File: src/design/dp_consts.vh
// Constants shared by the debug-port instruction layer files.
// Assumes plain Verilog-2005 and inclusion by bare name.
//
// Notes on behaviour
// - Control store: address in opcode, one byte.
// - Control store sends no acknowledge back.
// - Repeats skip sync and opcode frames.
// - The repeat instruction itself never repeats.
// - One count byte; count plus one runs.
// - Only a break aborts a running repeat.
// - Repeated indirect store keeps its acknowledge.
// - Key accepts 64 bits; size sets frames.
// - Info-block bit sends block, not key.
// - No key reply; block after guard time.
// - Two idle bits, or two more gap bits.
// - First byte after turnaround: guard time only.
// - Info block holds ASCII identification characters.
// - Fixed byte layout of the info block.
// - Three 64-bit signatures, low byte first.
// - Each key has its own clear events.
// - Erase key leaves programming key active.
// - Locked port refuses system-bus instructions.
// - Chip erase forces brown-out detector on.
// - Eight key bytes compared, status bit set.
`ifndef DP_CONSTS_VH
`define DP_CONSTS_VH

// =====================================================================
// Link framing and opcode fields
`define DP_SYNC_CHAR     8'h55
`define DP_OP_REPEAT     3'h5
`define DP_OP_CSSTORE    3'h6
`define DP_OP_KEY        3'h7
`define DP_OP_SIB_BIT    2
`define DP_KEYSZ_64      2'h0
`define DP_KEYSZ_128     2'h1
`define DP_KEY_BYTES     5'd8
`define DP_SIB_BYTES     5'd16
`define DP_IDLE_NORMAL   3'h2
`define DP_IDLE_GAP      3'h4
`define DP_IDLE_FIRST    3'h0

// =====================================================================
// Control/status space inside the port
`define DP_CS_KEY_STATUS 4'h7
`define DP_CS_RESET_REQ  4'h8
`define DP_CS_RESET_SIG  8'h59
`define DP_KEYBIT_UROW   5
`define DP_BOD_ACTIVE    2'h1

// =====================================================================
// Key signatures, least significant byte is received first
`define DP_SIG_ERASE     64'h4e564d4572617365
`define DP_SIG_NVPROG    64'h4e564d50726f6720
`define DP_SIG_UROW      64'h4e564d5573267465

// =====================================================================
// APB register map and fields
`define DP_A_CTRL        12'h000
`define DP_A_CMD         12'h004
`define DP_A_STATUS      12'h008
`define DP_CTRL_GAP      0
`define DP_CTRL_DIS      1
`define DP_CMD_PRST      0
`define DP_CMD_UROWCLR   1

`endif

File: src/design/dp_core.v
// Instruction layer of the one-wire debug port: control store,
// repeat counter, key entry, info block readout and chip erase.
// Assumes a physical layer on pclk that hands over received bytes,
// flags breaks and sends bytes after its own guard time.
//
// Decided for this implementation: the APB interface to the registers and the register offsets.
`timescale 1ns/1ps
`include "dp_consts.vh"

module dp_core (
  input  wire        pclk,          // System clock, 100 MHz.
  input  wire        presetn,       // Asynchronous reset, active low.
  input  wire        psel,          // APB select.
  input  wire        penable,       // APB access phase.
  input  wire        pwrite,        // APB direction.
  input  wire [11:0] paddr,         // APB byte address.
  input  wire [31:0] pwdata,        // APB write data.
  output wire [31:0] prdata,        // APB read data.
  output wire        pready,        // APB ready.
  output wire        pslverr,       // APB error on unmapped address.
  input  wire        rx_valid,      // Received byte strobe.
  input  wire [7:0]  rx_data,       // Received byte.
  input  wire        rx_break,      // Break character seen.
  input  wire        tx_ready,      // Physical layer took the byte.
  output wire        tx_valid,      // Byte to send.
  output wire [7:0]  tx_data,       // Data of that byte.
  output wire [2:0]  tx_idle_bits,  // Idle bits before it.
  output wire        tx_first,      // First byte after turnaround.
  output wire        cs_wr,         // Control store pulse.
  output wire [3:0]  cs_addr,       // Control store address.
  output wire [7:0]  cs_wdata,      // Control store data.
  output wire        bus_instr,     // Start a data-space instruction.
  output wire [7:0]  bus_opcode,    // Its opcode.
  output wire        bus_repeat,    // Iteration sent without opcode.
  input  wire        bus_done,      // Data-space instruction ended.
  input  wire        lock_bits,     // Device lock bits set.
  input  wire        erase_done,    // Chip erase finished.
  input  wire        prog_done,     // Programming finished.
  output wire        bus_grant,     // System bus access allowed.
  output wire [2:0]  key_state,     // Erase, programming, user row.
  output wire        sys_reset,     // System reset request.
  output wire        erase_req,     // Chip erase start pulse.
  output wire        bod_force,     // Brown-out detector forced on.
  output wire [1:0]  bod_mode,      // Forced detector mode.
  output wire        bod_lvl_fuse   // Use fuse threshold level.
);

  // ===================================================================
  // States
  localparam [2:0] S_SYNC   = 3'd0;  // Wait for sync character.
  localparam [2:0] S_OPC    = 3'd1;  // Wait for opcode.
  localparam [2:0] S_CS     = 3'd2;  // Control store data frame.
  localparam [2:0] S_RPT    = 3'd3;  // Repeat count frame.
  localparam [2:0] S_KEY    = 3'd4;  // Key frames.
  localparam [2:0] S_SIB_AD = 3'd5;  // Memory address settles.
  localparam [2:0] S_SIB_TX = 3'd6;  // Info block byte out.
  localparam [2:0] S_BUS    = 3'd7;  // Data-space instruction.

  // ===================================================================
  // Registers
  reg [2:0]   st_r;         // Instruction state.
  reg [7:0]   op_r;         // Opcode kept for repeats.
  reg [7:0]   rpt_r;        // Remaining repeats.
  reg [4:0]   idx_r;        // Frame index.
  reg [63:0]  key_sr_r;     // Key shift register.
  reg [2:0]   keys_r;       // Active keys.
  reg         gap_en_r;     // Byte gap option.
  reg         dis_r;        // Port disable.
  reg         sysrst_r;     // Reset request held.
  reg         busy_r;       // Chip erase running.
  reg         ereq_r;       // Erase start pulse.
  reg         grant_r;      // Bus access allowed.
  reg         txv_r;        // Transmit valid.
  reg [7:0]   txd_r;        // Transmit data.
  reg [2:0]   txi_r;        // Idle bits ahead.
  reg         txf_r;        // First byte flag.
  reg         csw_r;        // Control store pulse.
  reg [3:0]   csa_r;        // Control store address.
  reg [7:0]   csd_r;        // Control store data.
  reg         bi_r;         // Bus instruction pulse.
  reg         brep_r;       // Bus iteration is a repeat.
  reg [31:0]  prdata_r;     // Read data.
  reg         pready_r;     // Ready in access phase.
  reg         pslverr_r;    // Error in access phase.
  reg         prst_r;       // Port reset pulse from software.
  reg         urclr_r;      // User-row key clear from software.

  wire [2:0]  hit;          // Signature matches.
  wire [7:0]  sib_byte;     // Info block byte.

  // ===================================================================
  // Helpers
  // Frame count follows the size field; 16 for the long setting.
  function [4:0] frames;
    input [7:0] op;
    begin
      frames = (op[1:0] == `DP_KEYSZ_128) ? `DP_SIB_BYTES : `DP_KEY_BYTES;
    end
  endfunction

  // State where the data phase of an instruction starts.
  function [2:0] entry;
    input [7:0] op;
    begin
      if (op[7:5] == `DP_OP_CSSTORE)
        entry = S_CS;
      else if (op[7:5] == `DP_OP_KEY)
        entry = op[`DP_OP_SIB_BIT] ? S_SIB_AD : S_KEY;
      else
        entry = S_BUS;
    end
  endfunction

  // ===================================================================
  // Leaves
  dp_key_match u_match (
    .key ({rx_data, key_sr_r[63:8]}),  // Key as it stands with this byte.
    .hit (hit)
  );

  dp_sib_rom u_sib (
    .pclk  (pclk),
    .addr  (idx_r[3:0]),
    .rdata (sib_byte)
  );

  // ===================================================================
  // Instruction end
  // An instruction is over when its last frame moves. Control store
  // has no acknowledge, so the data byte itself ends it.
  wire last_frame = (idx_r == frames(op_r) - 5'd1);
  wire fin = (st_r == S_CS && rx_valid) ||
             (st_r == S_KEY && rx_valid && last_frame) ||
             (st_r == S_SIB_TX && txv_r && tx_ready && last_frame) ||
             (st_r == S_BUS && bus_done);

  // APB write strobe at the access edge.
  wire apb_wr = psel && penable && pready_r && pwrite;

  // Port reset comes only from the software command bit.
  wire port_rst = prst_r;

  // Control store towards the internal reset and key status registers.
  wire cs_hit = (st_r == S_CS) && rx_valid;
  wire rst_wr = cs_hit && (op_r[3:0] == `DP_CS_RESET_REQ);
  wire key_wr = cs_hit && (op_r[3:0] == `DP_CS_KEY_STATUS);

  // Each key bit has its own clear events. A key completing in the
  // same cycle still sets its bit, while the other clears go through.
  wire       key_done = (st_r == S_KEY) && rx_valid && last_frame &&
                        (op_r[1:0] == `DP_KEYSZ_64);
  wire [2:0] key_set  = key_done ? hit : 3'b000;
  wire [2:0] key_clr  = {port_rst || urclr_r ||
                         (key_wr && rx_data[`DP_KEYBIT_UROW]),
                         port_rst || prog_done,
                         port_rst || dis_r};

  // ===================================================================
  // Instruction sequencer
  // A break drops everything, the only way out of a repeat.
  always @(posedge pclk or negedge presetn) begin
    if (!presetn) begin
      st_r     <= S_SYNC;
      op_r     <= 8'h00;
      rpt_r    <= 8'h00;
      idx_r    <= 5'd0;
      key_sr_r <= 64'h0;
      txv_r    <= 1'b0;
      txd_r    <= 8'h00;
      txi_r    <= `DP_IDLE_FIRST;
      txf_r    <= 1'b0;
      csw_r    <= 1'b0;
      csa_r    <= 4'h0;
      csd_r    <= 8'h00;
      bi_r     <= 1'b0;
      brep_r   <= 1'b0;
    end else begin
      csw_r <= 1'b0;
      bi_r  <= 1'b0;
      if (rx_break) begin
        st_r  <= S_SYNC;
        rpt_r <= 8'h00;
        txv_r <= 1'b0;
      end else begin
        case (st_r)
          S_SYNC: begin
            if (rx_valid && rx_data == `DP_SYNC_CHAR)
              st_r <= S_OPC;
          end
          S_OPC: begin
            if (rx_valid) begin
              op_r  <= rx_data;
              idx_r <= 5'd0;
              if (rx_data[7:5] == `DP_OP_REPEAT) begin
                st_r <= S_RPT;
              end else if (!rx_data[7] && lock_bits) begin
                // Locked: system-bus instructions are dropped.
                st_r  <= S_SYNC;
                rpt_r <= 8'h00;
              end else begin
                st_r   <= entry(rx_data);
                bi_r   <= (entry(rx_data) == S_BUS);
                brep_r <= 1'b0;
              end
            end
          end
          S_CS: begin
            if (rx_valid) begin
              csw_r <= 1'b1;
              csa_r <= op_r[3:0];
              csd_r <= rx_data;
            end
          end
          S_RPT: begin
            if (rx_valid) begin
              // The count belongs to the next instruction only.
              rpt_r <= rx_data;
              st_r  <= S_SYNC;
            end
          end
          S_KEY: begin
            if (rx_valid) begin
              // Low byte first: shift new bytes in from the top.
              key_sr_r <= {rx_data, key_sr_r[63:8]};
              idx_r    <= idx_r + 5'd1;
            end
          end
          S_SIB_AD: begin
            // Memory output is valid one cycle after the address.
            st_r <= S_SIB_TX;
          end
          S_SIB_TX: begin
            if (!txv_r) begin
              txv_r <= 1'b1;
              txd_r <= sib_byte;
              txf_r <= (idx_r == 5'd0);
              // Turnaround byte waits guard time only; later bytes
              // get the normal or the widened gap.
              if (idx_r == 5'd0)
                txi_r <= `DP_IDLE_FIRST;
              else if (gap_en_r)
                txi_r <= `DP_IDLE_GAP;
              else
                txi_r <= `DP_IDLE_NORMAL;
            end else if (tx_ready) begin
              txv_r <= 1'b0;
              idx_r <= idx_r + 5'd1;
              st_r  <= S_SIB_AD;
            end
          end
          S_BUS: begin
            // Waits for the data-space executor to finish.
          end
          default: begin
            st_r <= S_SYNC;
          end
        endcase
        // Each finished instruction either runs again without sync
        // and opcode or returns to waiting for sync.
        if (fin) begin
          idx_r <= 5'd0;
          if (rpt_r != 8'h00) begin
            rpt_r  <= rpt_r - 8'h01;
            st_r   <= entry(op_r);
            bi_r   <= (entry(op_r) == S_BUS);
            brep_r <= 1'b1;
          end else begin
            st_r <= S_SYNC;
          end
        end
      end
    end
  end

  // ===================================================================
  // Keys, reset request and chip erase
  // Clears and sets are merged, so a set wins only on its own bit.
  always @(posedge pclk or negedge presetn) begin
    if (!presetn) begin
      keys_r   <= 3'b000;
      sysrst_r <= 1'b0;
      busy_r   <= 1'b0;
      ereq_r   <= 1'b0;
      grant_r  <= 1'b0;
    end else begin
      ereq_r  <= 1'b0;
      grant_r <= !lock_bits;
      // A complete 64-bit key sets only its own bit; others stay.
      keys_r <= (keys_r & ~key_clr) | key_set;
      // Erase end first, so an erase start in the same cycle wins.
      if (erase_done)
        busy_r <= 1'b0;
      // Reset held by the signature, released by a zero write.
      if (rst_wr && rx_data == `DP_CS_RESET_SIG) begin
        sysrst_r <= 1'b1;
      end else if (rst_wr && rx_data == 8'h00 && sysrst_r) begin
        sysrst_r <= 1'b0;
        if (keys_r[0]) begin
          busy_r <= 1'b1;
          ereq_r <= 1'b1;
        end
      end
    end
  end

  // ===================================================================
  // APB slave
  // Zero-wait: ready is raised for the access phase of every transfer.
  always @(posedge pclk or negedge presetn) begin
    if (!presetn) begin
      prdata_r  <= 32'h0;
      pready_r  <= 1'b0;
      pslverr_r <= 1'b0;
      gap_en_r  <= 1'b0;
      dis_r     <= 1'b0;
      prst_r    <= 1'b0;
      urclr_r   <= 1'b0;
    end else begin
      prst_r  <= 1'b0;
      urclr_r <= 1'b0;
      pready_r <= psel && !penable;
      if (psel && !penable) begin
        pslverr_r <= !(paddr == `DP_A_CTRL || paddr == `DP_A_CMD ||
                       paddr == `DP_A_STATUS);
        case (paddr)
          `DP_A_CTRL:
            prdata_r <= {30'h0, dis_r, gap_en_r};
          `DP_A_STATUS:
            prdata_r <= {16'h0, rpt_r, 1'b0, (rpt_r != 8'h00),
                         sysrst_r, busy_r, lock_bits, keys_r};
          default:
            prdata_r <= 32'h0;
        endcase
      end
      if (apb_wr && paddr == `DP_A_CTRL) begin
        gap_en_r <= pwdata[`DP_CTRL_GAP];
        dis_r    <= pwdata[`DP_CTRL_DIS];
      end
      if (apb_wr && paddr == `DP_A_CMD) begin
        prst_r  <= pwdata[`DP_CMD_PRST];
        urclr_r <= pwdata[`DP_CMD_UROWCLR];
      end
    end
  end

  // ===================================================================
  // Outputs, all from flip-flops
  assign prdata       = prdata_r;
  assign pready       = pready_r;
  assign pslverr      = pslverr_r;
  assign tx_valid     = txv_r;
  assign tx_data      = txd_r;
  assign tx_idle_bits = txi_r;
  assign tx_first     = txf_r;
  assign cs_wr        = csw_r;
  assign cs_addr      = csa_r;
  assign cs_wdata     = csd_r;
  assign bus_instr    = bi_r;
  assign bus_opcode   = op_r;
  assign bus_repeat   = brep_r;
  assign bus_grant    = grant_r;
  assign key_state    = keys_r;
  assign sys_reset    = sysrst_r;
  assign erase_req    = ereq_r;
  // While the erase runs the detector is forced on at fuse level.
  assign bod_force    = busy_r;
  assign bod_mode     = busy_r ? `DP_BOD_ACTIVE : 2'h0;
  assign bod_lvl_fuse = busy_r;

endmodule

File: src/design/dp_key_match.v
// Signature comparator for the 64-bit activation keys.
// Assumes the key is assembled with the first received byte lowest.
`timescale 1ns/1ps
`include "dp_consts.vh"

// =====================================================================
// Key comparator
module dp_key_match (
  input  wire [63:0] key,   // Assembled key bytes.
  output wire [2:0]  hit    // One-hot: erase, programming, user row.
);
  // Each signature gets a plain equality; no match gives all zero.
  assign hit[0] = (key == `DP_SIG_ERASE);
  assign hit[1] = (key == `DP_SIG_NVPROG);
  assign hit[2] = (key == `DP_SIG_UROW);
endmodule

File: src/design/dp_sib_rom.v
// Read-only store of the 16-byte system information block.
// Assumes one read per cycle; data come out of a register.
`timescale 1ns/1ps
`include "dp_consts.vh"

// =====================================================================
// Information block memory
module dp_sib_rom #(
  // Bytes 6..0 family, 7 reserved, 10..8 memory rev, 13..11 debug rev,
  // 14 reserved, 15 debug oscillator rate. Value is arbitrary ASCII.
  parameter [127:0] CONTENT = 128'h33_20_31_30_30_20_30_30_30_20_58_58_58_58_58_58
) (
  input  wire       pclk,   // System clock.
  input  wire [3:0] addr,   // Byte index.
  output reg  [7:0] rdata   // Registered byte.
);
  // Registered read keeps the output free of decode glitches.
  always @(posedge pclk) begin
    rdata <= CONTENT[{addr, 3'b000} +: 8];
  end
endmodule

File: config.mk
export PLATFORM = sky130hd
export DESIGN_NAME = dp_core
export DESIGN_NICKNAME = d
export VERILOG_FILES = /design/src/design/dp_core.v /design/src/design/dp_key_match.v /design/src/design/dp_sib_rom.v
export VERILOG_INCLUDE_DIRS = /design/src /design/src/design
export SDC_FILE = /design/constraint.sdc
export NUM_CORES = 1
export LEC_CHECK = 0
export BUFFER_PORTS_ARGS = -buffer_cell sky130_fd_sc_hd__buf_2
export CAP_MARGIN = 20
export CORE_UTILIZATION = 54
export CTS_CLUSTER_DIAMETER = 40
export DETAILED_ROUTE_END_ITERATION = 6
export PLACE_DENSITY_LB_ADDON = 0.1
export SETUP_SLACK_MARGIN = 0.15
export SLEW_MARGIN = 20
export SYNTH_ARGS = -nofsm -noshare
export SYNTH_HDL_FRONTEND = slang
export SYNTH_SLANG_ARGS = --single-unit
File: constraint.sdc
create_clock -name pclk -period 2.46 [get_ports pclk]
set_input_delay 0.738 -clock pclk [delete_from_list [all_inputs] [get_ports pclk]]
set_output_delay 0.738 -clock pclk [all_outputs]
set_load 0.005 [all_outputs]
==> impl_metrics.toml <==
[placement]
dpl_cell_area_mm2 = 0.00697
gp_congestion = 0.886
dp_hpwl_mm = 9.72
io_buffers = 92

[critical_path]
crit_fanout = 2
cp.required_ns = 2.79
arrival_ns = 2.58
setup.worst_path.end_class = "register"
critPathKind = "reg2reg"
start_kind = "register"

[synthesis]
yosys_warnings = 0
synth_edf_count = 0
synthDominantCellAreaShare_pct = 52.9
syn_inst = 530
syn_area_per_cell_um2 = 11.8
synth_cell_types = 57
synthFlopType = "dfrtp_1"
ys_async_sr_fraction_pct = 96.4
yosysTopAreaCell = "dfrtp_1"
ys_ff_latch = 137
syn_area_mm2 = 0.00625
synthTopCellsByArea = "dfrtp_1 53%, mux2_2 15%, buf_4 2.9%"
synth-seq-area-share_pct = 54.5

[drt]
wl_met2_mm = 6.50
drt-wirelength-per-cell_um = 17.2
met3WireLength_um = 667
drtAntennaViolNets = 0
drc = 0
dr_total_vias = 4582
routed.top_layer = "met4"
drt-pass1-iter-count = 5
wl_mm = 13.8
met1_length_mm = 6.29
drt_iter0_markers = 288
vias_per_cell = 5.74

[die]
ioPinCount = 144
rows = 38
core_area_mm2 = 0.0111
fp.dieW_um = 110
die_h_um = 110
initial_utilization_pct = 56.4
die_area_mm2 = 0.0120

[pwr]
seqPwrFrac_pct = 43.9
p_comb_share_pct = 15.3
p_clk_share_pct = 40.8
report.power.total_w = 0.00613
switchingPower_w = 0.00156
powerDensity_mw_per_mm2 = 808
switching_share_pct = 25.4
p_int_w = 0.00457
leakage_nw = 3.86
ir_worst_vdd_mv = 0.795

[timing]
fin_skew_ns = 0.0130
post-route-period-util_pct = 91.5
finalSetupViolCount = 0
rsz0062_at_grt = "yes"
worst_pin_slew_ns = 0.625
fin_crit_ns = 2.25
final.setup.tns_ns = 0
slew_viol_final = 0
fmax_mhz = 444
hold_viol = 0
relSlewSlack_pct = 58.1

[run_status]
outcome = "finished clean"

[flow_run]
drv_cap = 0

[finish]
drive_gt1_share_pct = 38.3
nets = 716
n_antenna_cell = 0
syn_to_final_growth_pct = 21.3
n_fill_cell = 828
fin_area_mm2 = 0.00758

[grt]
antenna_found_initial = 0
gr-total-overflow = 0
grt_pass1_wl_mm = 22.1
grt_max_degree = 95
grt_pass1_vias = 4452
track_usage_pct = 24.7

[cts]
cts_made_buffers = 17
cts_root_buffer = "clkbuf_16"
clock_latency_ns = 0.42
cts_buffer_depth = 2
clkSinkCount = 137
tritoncts = "done"
htreeDepth = 4
path_clk_slew_ns = 0.05

[min_path]
hold_class = "in2async"
## registers in the layout, summed over array words and instances, names as in the netlist, 2 cells and up
name / flops
u_sib.rdata: 5
tx_data: 5
bus_opcode: 8
cs_wdata: 8
prdata: 15
cs_addr: 4
idx_r: 5
tx_idle_bits: 2
rpt_r: 8
key_state: 3
key_sr_r: 56
st_r: 3
## cells in the mapped netlist (2+ instances only)
cell and number:
o31a_1 2, dfxtp_1 5, nor3b_1 3, nand2b_1 6, nand3_1 14, a21o_1 3, o31ai_2 2, buf_1 3
mux2_2 82, or4_1 2, clkbuf_1 17, buf_4 24, and3_1 6, dfrtp_1 132, a211oi_1 6, o31ai_1 5
nand2_1 31, and2b_2 4, ha_1 5, nor4b_2 2, nand4b_1 2, nor2b_1 3, o21ai_0 16, mux2i_1 4
a221oi_1 4, a31oi_1 8, inv_1 13, xor2_1 2, nand4_1 8, xnor2_1 2, nor3_1 12, a32oi_1 2
a22o_1 16, nand3b_1 2, o22ai_1 5, or3_1 4, a21oi_1 10, buf_2 3, nor4_1 10, o21a_1 2
and2_1 5, nor4b_1 3, nor2_1 26
## power groups by stage
stage / clock, W / combinational (W) / sequential, W
global route: 0.00263 / 0.00103 / 0.00272
CTS: 0.00255 / 0.000936 / 0.00269
global placement: 0 / 0.000905 / 0.00271
floorplan: 0 / 0.000573 / 0.00268
detailed placement: 0 / 0.000926 / 0.00273
finish: 0.00250 / 0.000936 / 0.00269
## routing by layer
layer  track usage, %  up-vias
met3             5.75       27
met5                0        -
met1             33.5     2280
met4             10.6        0
met2             38.2      140
li1                 -     2135
## worst max-delay path: stages, from the launching register on
cell and delay [ns]:
dfrtp_1 0.40, nor4b_4 0.30, nand4_1 0.16, or3_1 0.34, or4_4 0.44, or3_4 0.35, o31ai_2 0.17
## placed cells by master, fill, tap and decap left out, drive strengths merged, types with 5 or more instances in the layout
master,instances
a211oi,6
a21oi,10
a22o,16
a31oi,8
and2,5
and3,6
buf,126
clkbuf,23
conb,21
dfrtp,132
dfxtp,5
ha,5
inv,13
mux2,82
nand2,31
nand2b,6
nand3,14
nand4,8
nor2,26
nor3,12
nor4,10
nor4b,5
o21ai,16
o22ai,5
o31ai,7
## kinds of logic after synthesis
kind of cell	count (synthesis)	synth area share [%]
muxes	86	15.4
xor gates and xnor gates	4	0.561
buffers and inverters	61	5.33
adders and majority gates	5	1.00
and+or+nand+nor	150	13.4
DFF	137	54.5
other	1	0.0600
AOI/OAI and AO/OA	86	9.79
## stage by stage
stage	hold slack (ns)	setup WS [ns]	util, %	std cells
after floorplan	0.440	0.113	-	550
final	0.108	0.209	68.4	798
after detailed placement	0.447	-0.219	62.9	767
after global placement	0.442	-0.163	62.9	767
after CTS	0.0918	0.176	68.4	798
after global routing	0.0989	0.132	68.4	798
## timing repair
item                                    in CTS  in global routing
buffers inserted                             1                  0
resized for setup                            3                  1
cloned                                       0                  0
hold buffers                                 0                  0
pin swaps                                    5                  2
endpoints found under the setup margin       2                 11
## final timing paths
| check | from | to | slack [ns] | depth (start not counted) |
|---|---|---|---|---|
| max | key_sr_r[12] | key_state[2] | 0.21 | 6 |
| min in group pclk | u_sib.rdata[4] | tx_data[4] | 0.46 | 1 |
| min reg2reg | u_sib.rdata[4] | tx_data[4] | 0.46 | 1 |
| min | presetn | pslverr | 0.11 | 1 |
| max in group asynchronous | presetn | st_r[2] | 1.70 | 2 |
| max reg2reg | key_sr_r[12] | key_state[2] | 0.21 | 6 |
## final cells by class
class                      instances  area (um^2)  area share (%)
multi-input combinational        352         2610            34.4
clock inverter                     7         91.3            1.20
inverter                          13         48.8           0.644
sequential                       137         3400            44.9
timing repair buffer             126          756            9.97
clock buffer                      23          498            6.57
tap                              140          175            2.31
(Power assumes the default switching activity.)
